--- src/hdl/rgs_pkg.sv ---
// Package with constants for the random generator status block.
package rgs_pkg;
   localparam int unsigned RGS_CLK_HZ = 25000000;
   localparam int unsigned RGS_LOAD_PERIOD_CYC = 256;
   localparam logic [7:0] RGS_LOAD_LAST = 8'hFF;
   localparam logic [7:0] RGS_OUTPUT_CAPACITY = 8'h01;
   localparam logic [7:0] RGS_FILL_ONE = 8'h01;
   localparam logic [7:0] RGS_FILL_ZERO = 8'h00;
   localparam int unsigned RGS_OSC_FAIL_BIT = 31;
   localparam int unsigned RGS_CAP_MSB = 23;
   localparam int unsigned RGS_CAP_LSB = 16;
   localparam int unsigned RGS_FILL_MSB = 15;
   localparam int unsigned RGS_FILL_LSB = 8;
   localparam int unsigned RGS_SLEEP_BIT = 4;
   localparam int unsigned RGS_ERR_BIT = 3;
   localparam int unsigned RGS_UNDER_BIT = 2;
   localparam int unsigned RGS_LAST_BIT = 1;
   localparam int unsigned RGS_SV_BIT = 0;
   localparam logic [31:0] RGS_LFSR_SEED = 32'h00000001;
   localparam logic [31:0] RGS_LFSR_TAPS = 32'h80200003;
   localparam logic [31:0] RGS_WORD_ZERO = 32'h00000000;
endpackage

--- src/hdl/rgs_core.sv ---
// Word source that stands in for the shift-register engine of the generator.
`timescale 1ns/1ps
module rgs_core (
   input wire logic clk,
   input wire logic nrst,
   input wire logic ce,
   input wire logic run,
   input wire logic [31:0] entropy_data,
   input wire logic entropy_wr,
   output logic [31:0] word,
   output logic stuck
);
   import rgs_pkg::*;
   typedef struct packed {
      logic [31:0] lfsr;
   } rgs_core_state_type;
   rgs_core_state_type state_reg, state_next;

   always_comb begin
      state_next = state_reg;
      if (run) begin
         state_next.lfsr = {state_reg.lfsr[30:0], ^(state_reg.lfsr & RGS_LFSR_TAPS)};
      end
      if (entropy_wr) begin
         state_next.lfsr = state_next.lfsr ^ entropy_data;
      end
      if (state_next.lfsr == RGS_WORD_ZERO) begin
         state_next.lfsr = RGS_LFSR_SEED;
      end
   end

   always_ff @(posedge clk) begin
      if (!nrst) begin
         state_reg <= '{lfsr: RGS_LFSR_SEED};
      end else if (ce) begin
         state_reg <= state_next;
      end
   end

   assign word = state_reg.lfsr;
   // The register still holding its seed counts as stuck in its reset state.
   assign stuck = (state_reg.lfsr == RGS_LFSR_SEED);
endmodule // rgs_core

--- src/hdl/rgs_status.sv ---
// Status register and output-buffer bookkeeping of the random generator.
// Overview of operation
// - Bit 31 set while shift register stuck.
// - Bits 23-16 report buffer capacity one.
// - Bits 15-8 report buffer fill, max one.
// - Bit 4 mirrors sleep; no loads then.
// - Bit 3 error on empty read, clear-interrupt clears.
// - Bit 2 underflow, cleared by control read.
// - Bit 1 reflects latest output read result.
// - Bit 0 security violation, reset-only clear.
// - Status register ignores all writes.
// - Load word every 256 cycles after enable.
// - High-assurance sticky until hardware reset.
`timescale 1ns/1ps
module rgs_status (
   clk,
   nrst,
   ce,
   sleep_request,
   load_enable_set,
   high_assurance_set,
   clear_interrupt_request,
   interrupt_mask_bit,
   control_rd,
   status_wr,
   status_wr_data,
   output_rd,
   entropy_wr,
   entropy_data,
   generator_status,
   random_output_buffer,
   osc_stop,
   error_irq
);
   import rgs_pkg::*;
   input wire logic clk;
   input wire logic nrst;
   input wire logic ce;
   input wire logic sleep_request;
   input wire logic load_enable_set;
   input wire logic high_assurance_set;
   input wire logic clear_interrupt_request;
   input wire logic interrupt_mask_bit;
   input wire logic control_rd;
   input wire logic status_wr;
   input wire logic [31:0] status_wr_data;
   input wire logic output_rd;
   input wire logic entropy_wr;
   input wire logic [31:0] entropy_data;
   output logic [31:0] generator_status;
   output logic [31:0] random_output_buffer;
   output logic osc_stop;
   output logic error_irq;

   typedef enum logic [0:0] {RGS_IDLE, RGS_LOADING} rgs_mode_type;
   typedef struct packed {
      rgs_mode_type mode;
      logic [7:0] cnt;
      logic [31:0] buffer;
      logic full;
      logic sleep;
      logic ha;
      logic err;
      logic under;
      logic last_empty;
      logic sv;
      logic stuck;
      logic irq;
   } rgs_state_type;
   rgs_state_type state_reg, state_next;

   logic [31:0] core_word;
   logic core_stuck;
   logic load_now;
   logic underflow;

   function automatic logic [7:0] rgs_level(input logic full);
      rgs_level = full ? RGS_FILL_ONE : RGS_FILL_ZERO;
   endfunction

   rgs_core u_core (
      .clk(clk),
      .nrst(nrst),
      .ce(ce),
      .run(!state_reg.sleep),
      .entropy_data(entropy_data),
      .entropy_wr(entropy_wr),
      .word(core_word),
      .stuck(core_stuck)
   );

   assign underflow = output_rd && !state_reg.full;
   assign load_now = (state_reg.mode == RGS_LOADING) && !state_reg.sleep && (state_reg.cnt == RGS_LOAD_LAST);

   always_comb begin
      state_next = state_reg;
      state_next.sleep = sleep_request;
      state_next.stuck = core_stuck;
      if (high_assurance_set) begin
         state_next.ha = 1'b1;
      end
      case (state_reg.mode)
         RGS_IDLE: begin
            if (load_enable_set) begin
               state_next.mode = RGS_LOADING;
               state_next.cnt = '0;
            end
         end
         RGS_LOADING: begin
            if (!state_reg.sleep) begin
               state_next.cnt = state_reg.cnt + 8'h01;
            end
         end
         default: state_next.mode = RGS_IDLE;
      endcase
      // A read and a load in one cycle leave the fresh word in place.
      if (output_rd) begin
         state_next.full = 1'b0;
         state_next.last_empty = !state_reg.full;
      end
      if (load_now) begin
         state_next.buffer = core_word;
         state_next.full = 1'b1;
      end
      if (clear_interrupt_request) begin
         state_next.err = 1'b0;
         state_next.irq = 1'b0;
      end
      if (control_rd) begin
         state_next.under = 1'b0;
      end
      // Set wins over a clear arriving in the same cycle.
      if (underflow) begin
         state_next.err = 1'b1;
         state_next.under = 1'b1;
         // A masked underflow leaves an interrupt that is already pending as it was.
         if (!interrupt_mask_bit) begin
            state_next.irq = 1'b1;
         end
         if (state_reg.ha) begin
            state_next.sv = 1'b1;
         end
      end
   end

   always_ff @(posedge clk) begin
      if (!nrst) begin
         state_reg <= '{mode: RGS_IDLE, cnt: '0, buffer: RGS_WORD_ZERO, default: 1'b0};
      end else if (ce) begin
         state_reg <= state_next;
      end
   end

   // Writes to the status register are never decoded here, so no field can change.
   always_comb begin
      generator_status = RGS_WORD_ZERO;
      generator_status[RGS_OSC_FAIL_BIT] = state_reg.stuck;
      generator_status[RGS_CAP_MSB:RGS_CAP_LSB] = RGS_OUTPUT_CAPACITY;
      generator_status[RGS_FILL_MSB:RGS_FILL_LSB] = rgs_level(state_reg.full);
      generator_status[RGS_SLEEP_BIT] = state_reg.sleep;
      generator_status[RGS_ERR_BIT] = state_reg.err;
      generator_status[RGS_UNDER_BIT] = state_reg.under;
      generator_status[RGS_LAST_BIT] = state_reg.last_empty;
      generator_status[RGS_SV_BIT] = state_reg.sv;
   end
   assign random_output_buffer = state_reg.buffer;
   assign osc_stop = state_reg.sleep;
   assign error_irq = state_reg.irq;

   a_fill_rises_load: assert property (@(posedge clk) disable iff (!nrst)
      ce && load_now |=> generator_status[RGS_FILL_MSB:RGS_FILL_LSB] == RGS_FILL_ONE)
      else $error("fill did not rise after load");
   a_err_on_underflow: assert property (@(posedge clk) disable iff (!nrst)
      ce && underflow |=> state_reg.err && state_reg.under && state_reg.last_empty)
      else $error("underflow flags not set");
   a_under_ctrl_clear: assert property (@(posedge clk) disable iff (!nrst)
      ce && control_rd && !underflow |=> !state_reg.under)
      else $error("underflow flag not cleared by control read");
   a_last_read_ok: assert property (@(posedge clk) disable iff (!nrst)
      ce && output_rd && state_reg.full |=> !state_reg.last_empty)
      else $error("last read flag wrong");
   a_sv_sticky: assert property (@(posedge clk) disable iff (!nrst)
      state_reg.sv |=> state_reg.sv)
      else $error("security flag dropped");
   a_sv_needs_ha: assert property (@(posedge clk) disable iff (!nrst)
      $rose(state_reg.sv) |-> $past(state_reg.ha))
      else $error("security flag without high assurance");
   a_ha_sticky: assert property (@(posedge clk) disable iff (!nrst)
      state_reg.ha |=> state_reg.ha)
      else $error("high assurance dropped");
   a_cap_fixed: assert property (@(posedge clk) disable iff (!nrst)
      generator_status[RGS_CAP_MSB:RGS_CAP_LSB] == RGS_OUTPUT_CAPACITY
      && generator_status[RGS_FILL_MSB:RGS_FILL_LSB] <= RGS_FILL_ONE)
      else $error("capacity or level out of range");
   a_sleep_no_load: assert property (@(posedge clk) disable iff (!nrst)
      ce && state_reg.sleep && !state_reg.full |=> !state_reg.full)
      else $error("buffer loaded in sleep");
   a_load_period: assert property (@(posedge clk) disable iff (!nrst)
      ce && load_now ##1 ce [*8] |-> !load_now)
      else $error("loads too close together");
   a_err_ci_clear: assert property (@(posedge clk) disable iff (!nrst)
      ce && clear_interrupt_request && !underflow |=> !state_reg.err)
      else $error("error flag not cleared");
   a_irq_on_underflow: assert property (@(posedge clk) disable iff (!nrst)
      ce && underflow && !interrupt_mask_bit |=> error_irq)
      else $error("interrupt not raised on unmasked underflow");
   a_irq_kept_pending: assert property (@(posedge clk) disable iff (!nrst)
      ce && error_irq && !clear_interrupt_request |=> error_irq)
      else $error("interrupt dropped without clear request");
   a_ce_freeze: assert property (@(posedge clk) disable iff (!nrst)
      !ce |=> $stable(state_reg))
      else $error("state moved while clock enable low");

   c_load: cover property (@(posedge clk) load_now);
   c_frozen_read: cover property (@(posedge clk) !ce && output_rd);
   c_underflow: cover property (@(posedge clk) underflow && state_reg.ha);
   c_good_read: cover property (@(posedge clk) output_rd && state_reg.full);
   c_sleep_hold: cover property (@(posedge clk) state_reg.sleep && state_reg.mode == RGS_LOADING);
endmodule // rgs_status
--- config.mk ---
export PLATFORM = sky130hd
export DESIGN_NAME = rgs_status
export DESIGN_NICKNAME = d
export VERILOG_FILES = /design/src/hdl/rgs_pkg.sv /design/src/hdl/rgs_core.sv /design/src/hdl/rgs_status.sv
export SDC_FILE = /design/constraint.sdc
export NUM_CORES = 1
export LEC_CHECK = 0
export BUFFER_PORTS_ARGS = -buffer_cell sky130_fd_sc_hd__buf_4
export CAP_MARGIN = 20
export CORE_ASPECT_RATIO = 1.75
export CORE_MARGIN = 2
export CORE_UTILIZATION = 41
export CTS_BUF_LIST = sky130_fd_sc_hd__clkbuf_8
export CTS_CLUSTER_SIZE = 10
export DETAILED_ROUTE_END_ITERATION = 12
export PLACE_DENSITY = 0.72
export SLEW_MARGIN = 20
export SYNTH_ARGS = -nofsm -noshare
export SYNTH_HDL_FRONTEND = slang
export SYNTH_HIERARCHICAL = 1
export SYNTH_SLANG_ARGS = --single-unit
--- constraint.sdc ---
create_clock -name clk -period 2.1 [get_ports clk]
set_input_delay 0.42 -clock clk [delete_from_list [all_inputs] [get_ports clk]]
set_output_delay 0.42 -clock clk [all_outputs]
set_load 0.02 [all_outputs]
==> impl_results.md <==
* RSZ-0062 raised after global routing: false
* EDFF count, synth at 0
* Max IR drop VDD at 0.471 mV
* Max Slew Vio Count at 0
* Critical path origin: osc_stop$_SDFFE_PN0P_
* Worst Path Max Fanout at 17
* Setup TNS Final at 0 ns
* Root buf cell: clkbuf_8
* Final period utilization at 0.917
* Most used flip-flop cell after synthesis: dfxtp_1
* Io pins at 142
* Clock skew at 0.00892 ns
* Clock-pin slew on the worst setup and hold paths at 0.09 ns
* Buffers on Ports at 83
* Placeable core area at 11000 um^2
* DRT Wirelength at 10.1 mm
* Final HPWL DP at 7.12 mm
* Avg Inst Size Synth at 8.77 um^2
* Hold_sp: sleep_request
* Area share of the largest cell type after synthesis at 0.356
* ANT nets after route at 0
* Post-Layout Cell Count at 697
* Standard-cell rows at 51
* Mapped cell area at 4610 um^2
* Initial antenna violation count at 0
* Residual DRC at 0
* Status: completed
* Leak Pwr at 2.25 nW
* Cell Chain, Critical Path: inv_2, buf_12, mux2i_1, xor2_1, nor4_1, nand4_1, nor2_1, o31a_1
* Avg Vias per Cell at 4.96
* Initial Utilization at 0.418
* Synth-to-layout area growth at 11.9%
* Top achievable clock speed at 519 MHz
* Iter 0 DRT Violations at 208
* Sequential area share after synthesis at 0.356
* Worst Path Arrival at 2.24 ns
* First-pass GRT wire length at 16.1 mm
* # setup viols final at 0
* Power Density at 678 nW/um^2
* Setup bufs post-CTS at 0
* Worst path required time at 2.41 ns
* Post-Syn Instances at 526
* # diodes at 0
* Largest net degree at the start of global routing at 44
* DIE WIDTH at 84.2 um
* Synth area leaders: dfxtp_1 (36%), mux2i_1 (14%), buf_4 (10%)
* Post-synthesis cell type with the largest combined area: dfxtp_1
* Synth warnings at 6
* Max-Cap Viols at 0
* R2r startpoint: osc_stop$_SDFFE_PN0P_
* CTS Buffer Depth at 2
* Fillcell total at 1092
* CTS tree: built
* Tot GR Track Use at 0.166
* Top cells by count, synth: nand2_1 (106), dfxtp_1 (82), buf_4 (64)
* Fin nets at 638
* Synth cell types at 39
* Crit end category: register
* Vias in the first global route at 3343
* GP Congestion at 0.805
* Critical Path Max Stage Delay at 0.43 ns
* Layout cells sized above 1 at 0.198
* CTS H-Tree Depth at 3
* GR Overflow Total at 0
* Most frequent cell after synthesis: nand2_1
* Yosys reg bits at 82
* Die area at 12100 um^2
* Placed insts at 680
* Wirelength per Cell at 14.4 um
* Sinks on the clock net at 82
* Synth async-reset ratio at 0
* Hold Fails Final Rpt at 0
* Count of TritonRoute iterations in the first routing pass at 4
* Hold Path Class: input pin to register
* CP startpoint kind: register
* CTS Buf Count at 9
* WS Path Type: register to register
* Clk Latency, worst-skew pair at 0.37 ns
* Vias at 3460
* Die Span Y at 144 um
* Post-layout min period at 1.93 ns
* # hold bufs at CTS at 0
* Max stage delay cell, worst path: nor4_1
-- layer usage --
layer | vias to the layer above | GRT usage | wire length, um
li1 | 1728 | - | -
met1 | 1612 | 0.186 | 4050
met2 | 105 | 0.301 | 5310
met3 | 15 | 0.0388 | 504
met4 | 0 | 0.0628 | 209
met5 | - | 0 | 0
-- metrics by stage --
step / area [um^2] / utilization / power (mW) / hold WS (ns) / worst slack [ns]
2_1_floorplan: 4700 / - / 2.19 / 0.431 / 0.268
3_3_place_gp: 4920 / 0.446 / 2.30 / 0.443 / 0.176
3_5_place_dp: 4920 / 0.446 / 2.31 / 0.446 / 0.133
4_1_cts: 5130 / 0.465 / 3.52 / 0.298 / 0.120
5_1_grt: 5160 / 0.468 / 3.67 / 0.319 / 0.0282
6_report: 5160 / 0.468 / 3.50 / 0.309 / 0.174
-- cells by family (layout without fill, tap and decap cells) --
logic type               Yosys count  count (layout)  synth area share
AO/OA/AOI/OAI                     53              53            0.0803
XOR/XNOR                          40              40            0.0759
adder cells (fa/ha/maj)            2               2           0.00542
buffers and inverters             92             108             0.144
flip-flops                        82              82             0.356
multiplexers                      63              63             0.137
other                              2              25           0.00163
AND/OR/NAND/NOR                  192             192             0.200
-- what timing repair did --
action	CTS	global route
resized for setup	0	3
endpoints found under the hold margin	0	0
endpoints found under the setup margin	0	1
-- power by group --
group / leakage, nW / switching (mW) / internal (mW)
sequential: 0.667 / 0.0784 / 1.61
clock: 0.106 / 0.635 / 0.572
combinational: 1.48 / 0.321 / 0.281
-- worst max-delay path, delay by kind of cell (launching register included) --
kind	cells	cell delay [ns]
DFF	1	0.37
xor gates and xnor gates	1	0.11
muxes	1	0.23
buffers and inverters	2	0.31
AOI/OAI and AO/OA	1	0.14
and+or+nand+nor	3	0.68
-- placed cells by master (no fill, tap or decap), drive strengths merged, types with 3 or more instances in the layout --
master	instances
xnor2	8
clkbuf	10
clkinv	3
nor3	4
buf	89
a21oi	11
conb	25
nor2	11
nand2	106
nor2b	41
dfxtp	82
nand4	8
inv	5
nor4	12
xor2	32
mux2i	63
a21boi	34
-- worst paths after layout --
path | slack (ns) | cells past startpoint | to
max reg2reg | 0.17 | 8 | u_core/word[0]$_SDFFE_PN1P_
max | 0.17 | 8 | u_core/word[0]$_SDFFE_PN1P_
min | 0.31 | 3 | osc_stop$_SDFFE_PN0P_
min reg2reg | 0.45 | 2 | random_output_buffer[19]$_SDFFE_PN0P_
-- area by class of cell --
| type | count | area [um^2] | area share |
|---|---|---|---|
| Inverter | 2 | 7.51 | 0.00145 |
| Clock buffer | 9 | 124 | 0.0240 |
| Sequential cell | 82 | 1640 | 0.318 |
| Clock inverter | 7 | 85.1 | 0.0165 |
| Timing Repair Buffer | 90 | 731 | 0.142 |
| Multi-Input combinational cell | 375 | 2410 | 0.466 |
| Tap cell | 132 | 165 | 0.0320 |
Power figures use the tool's default switching activity.
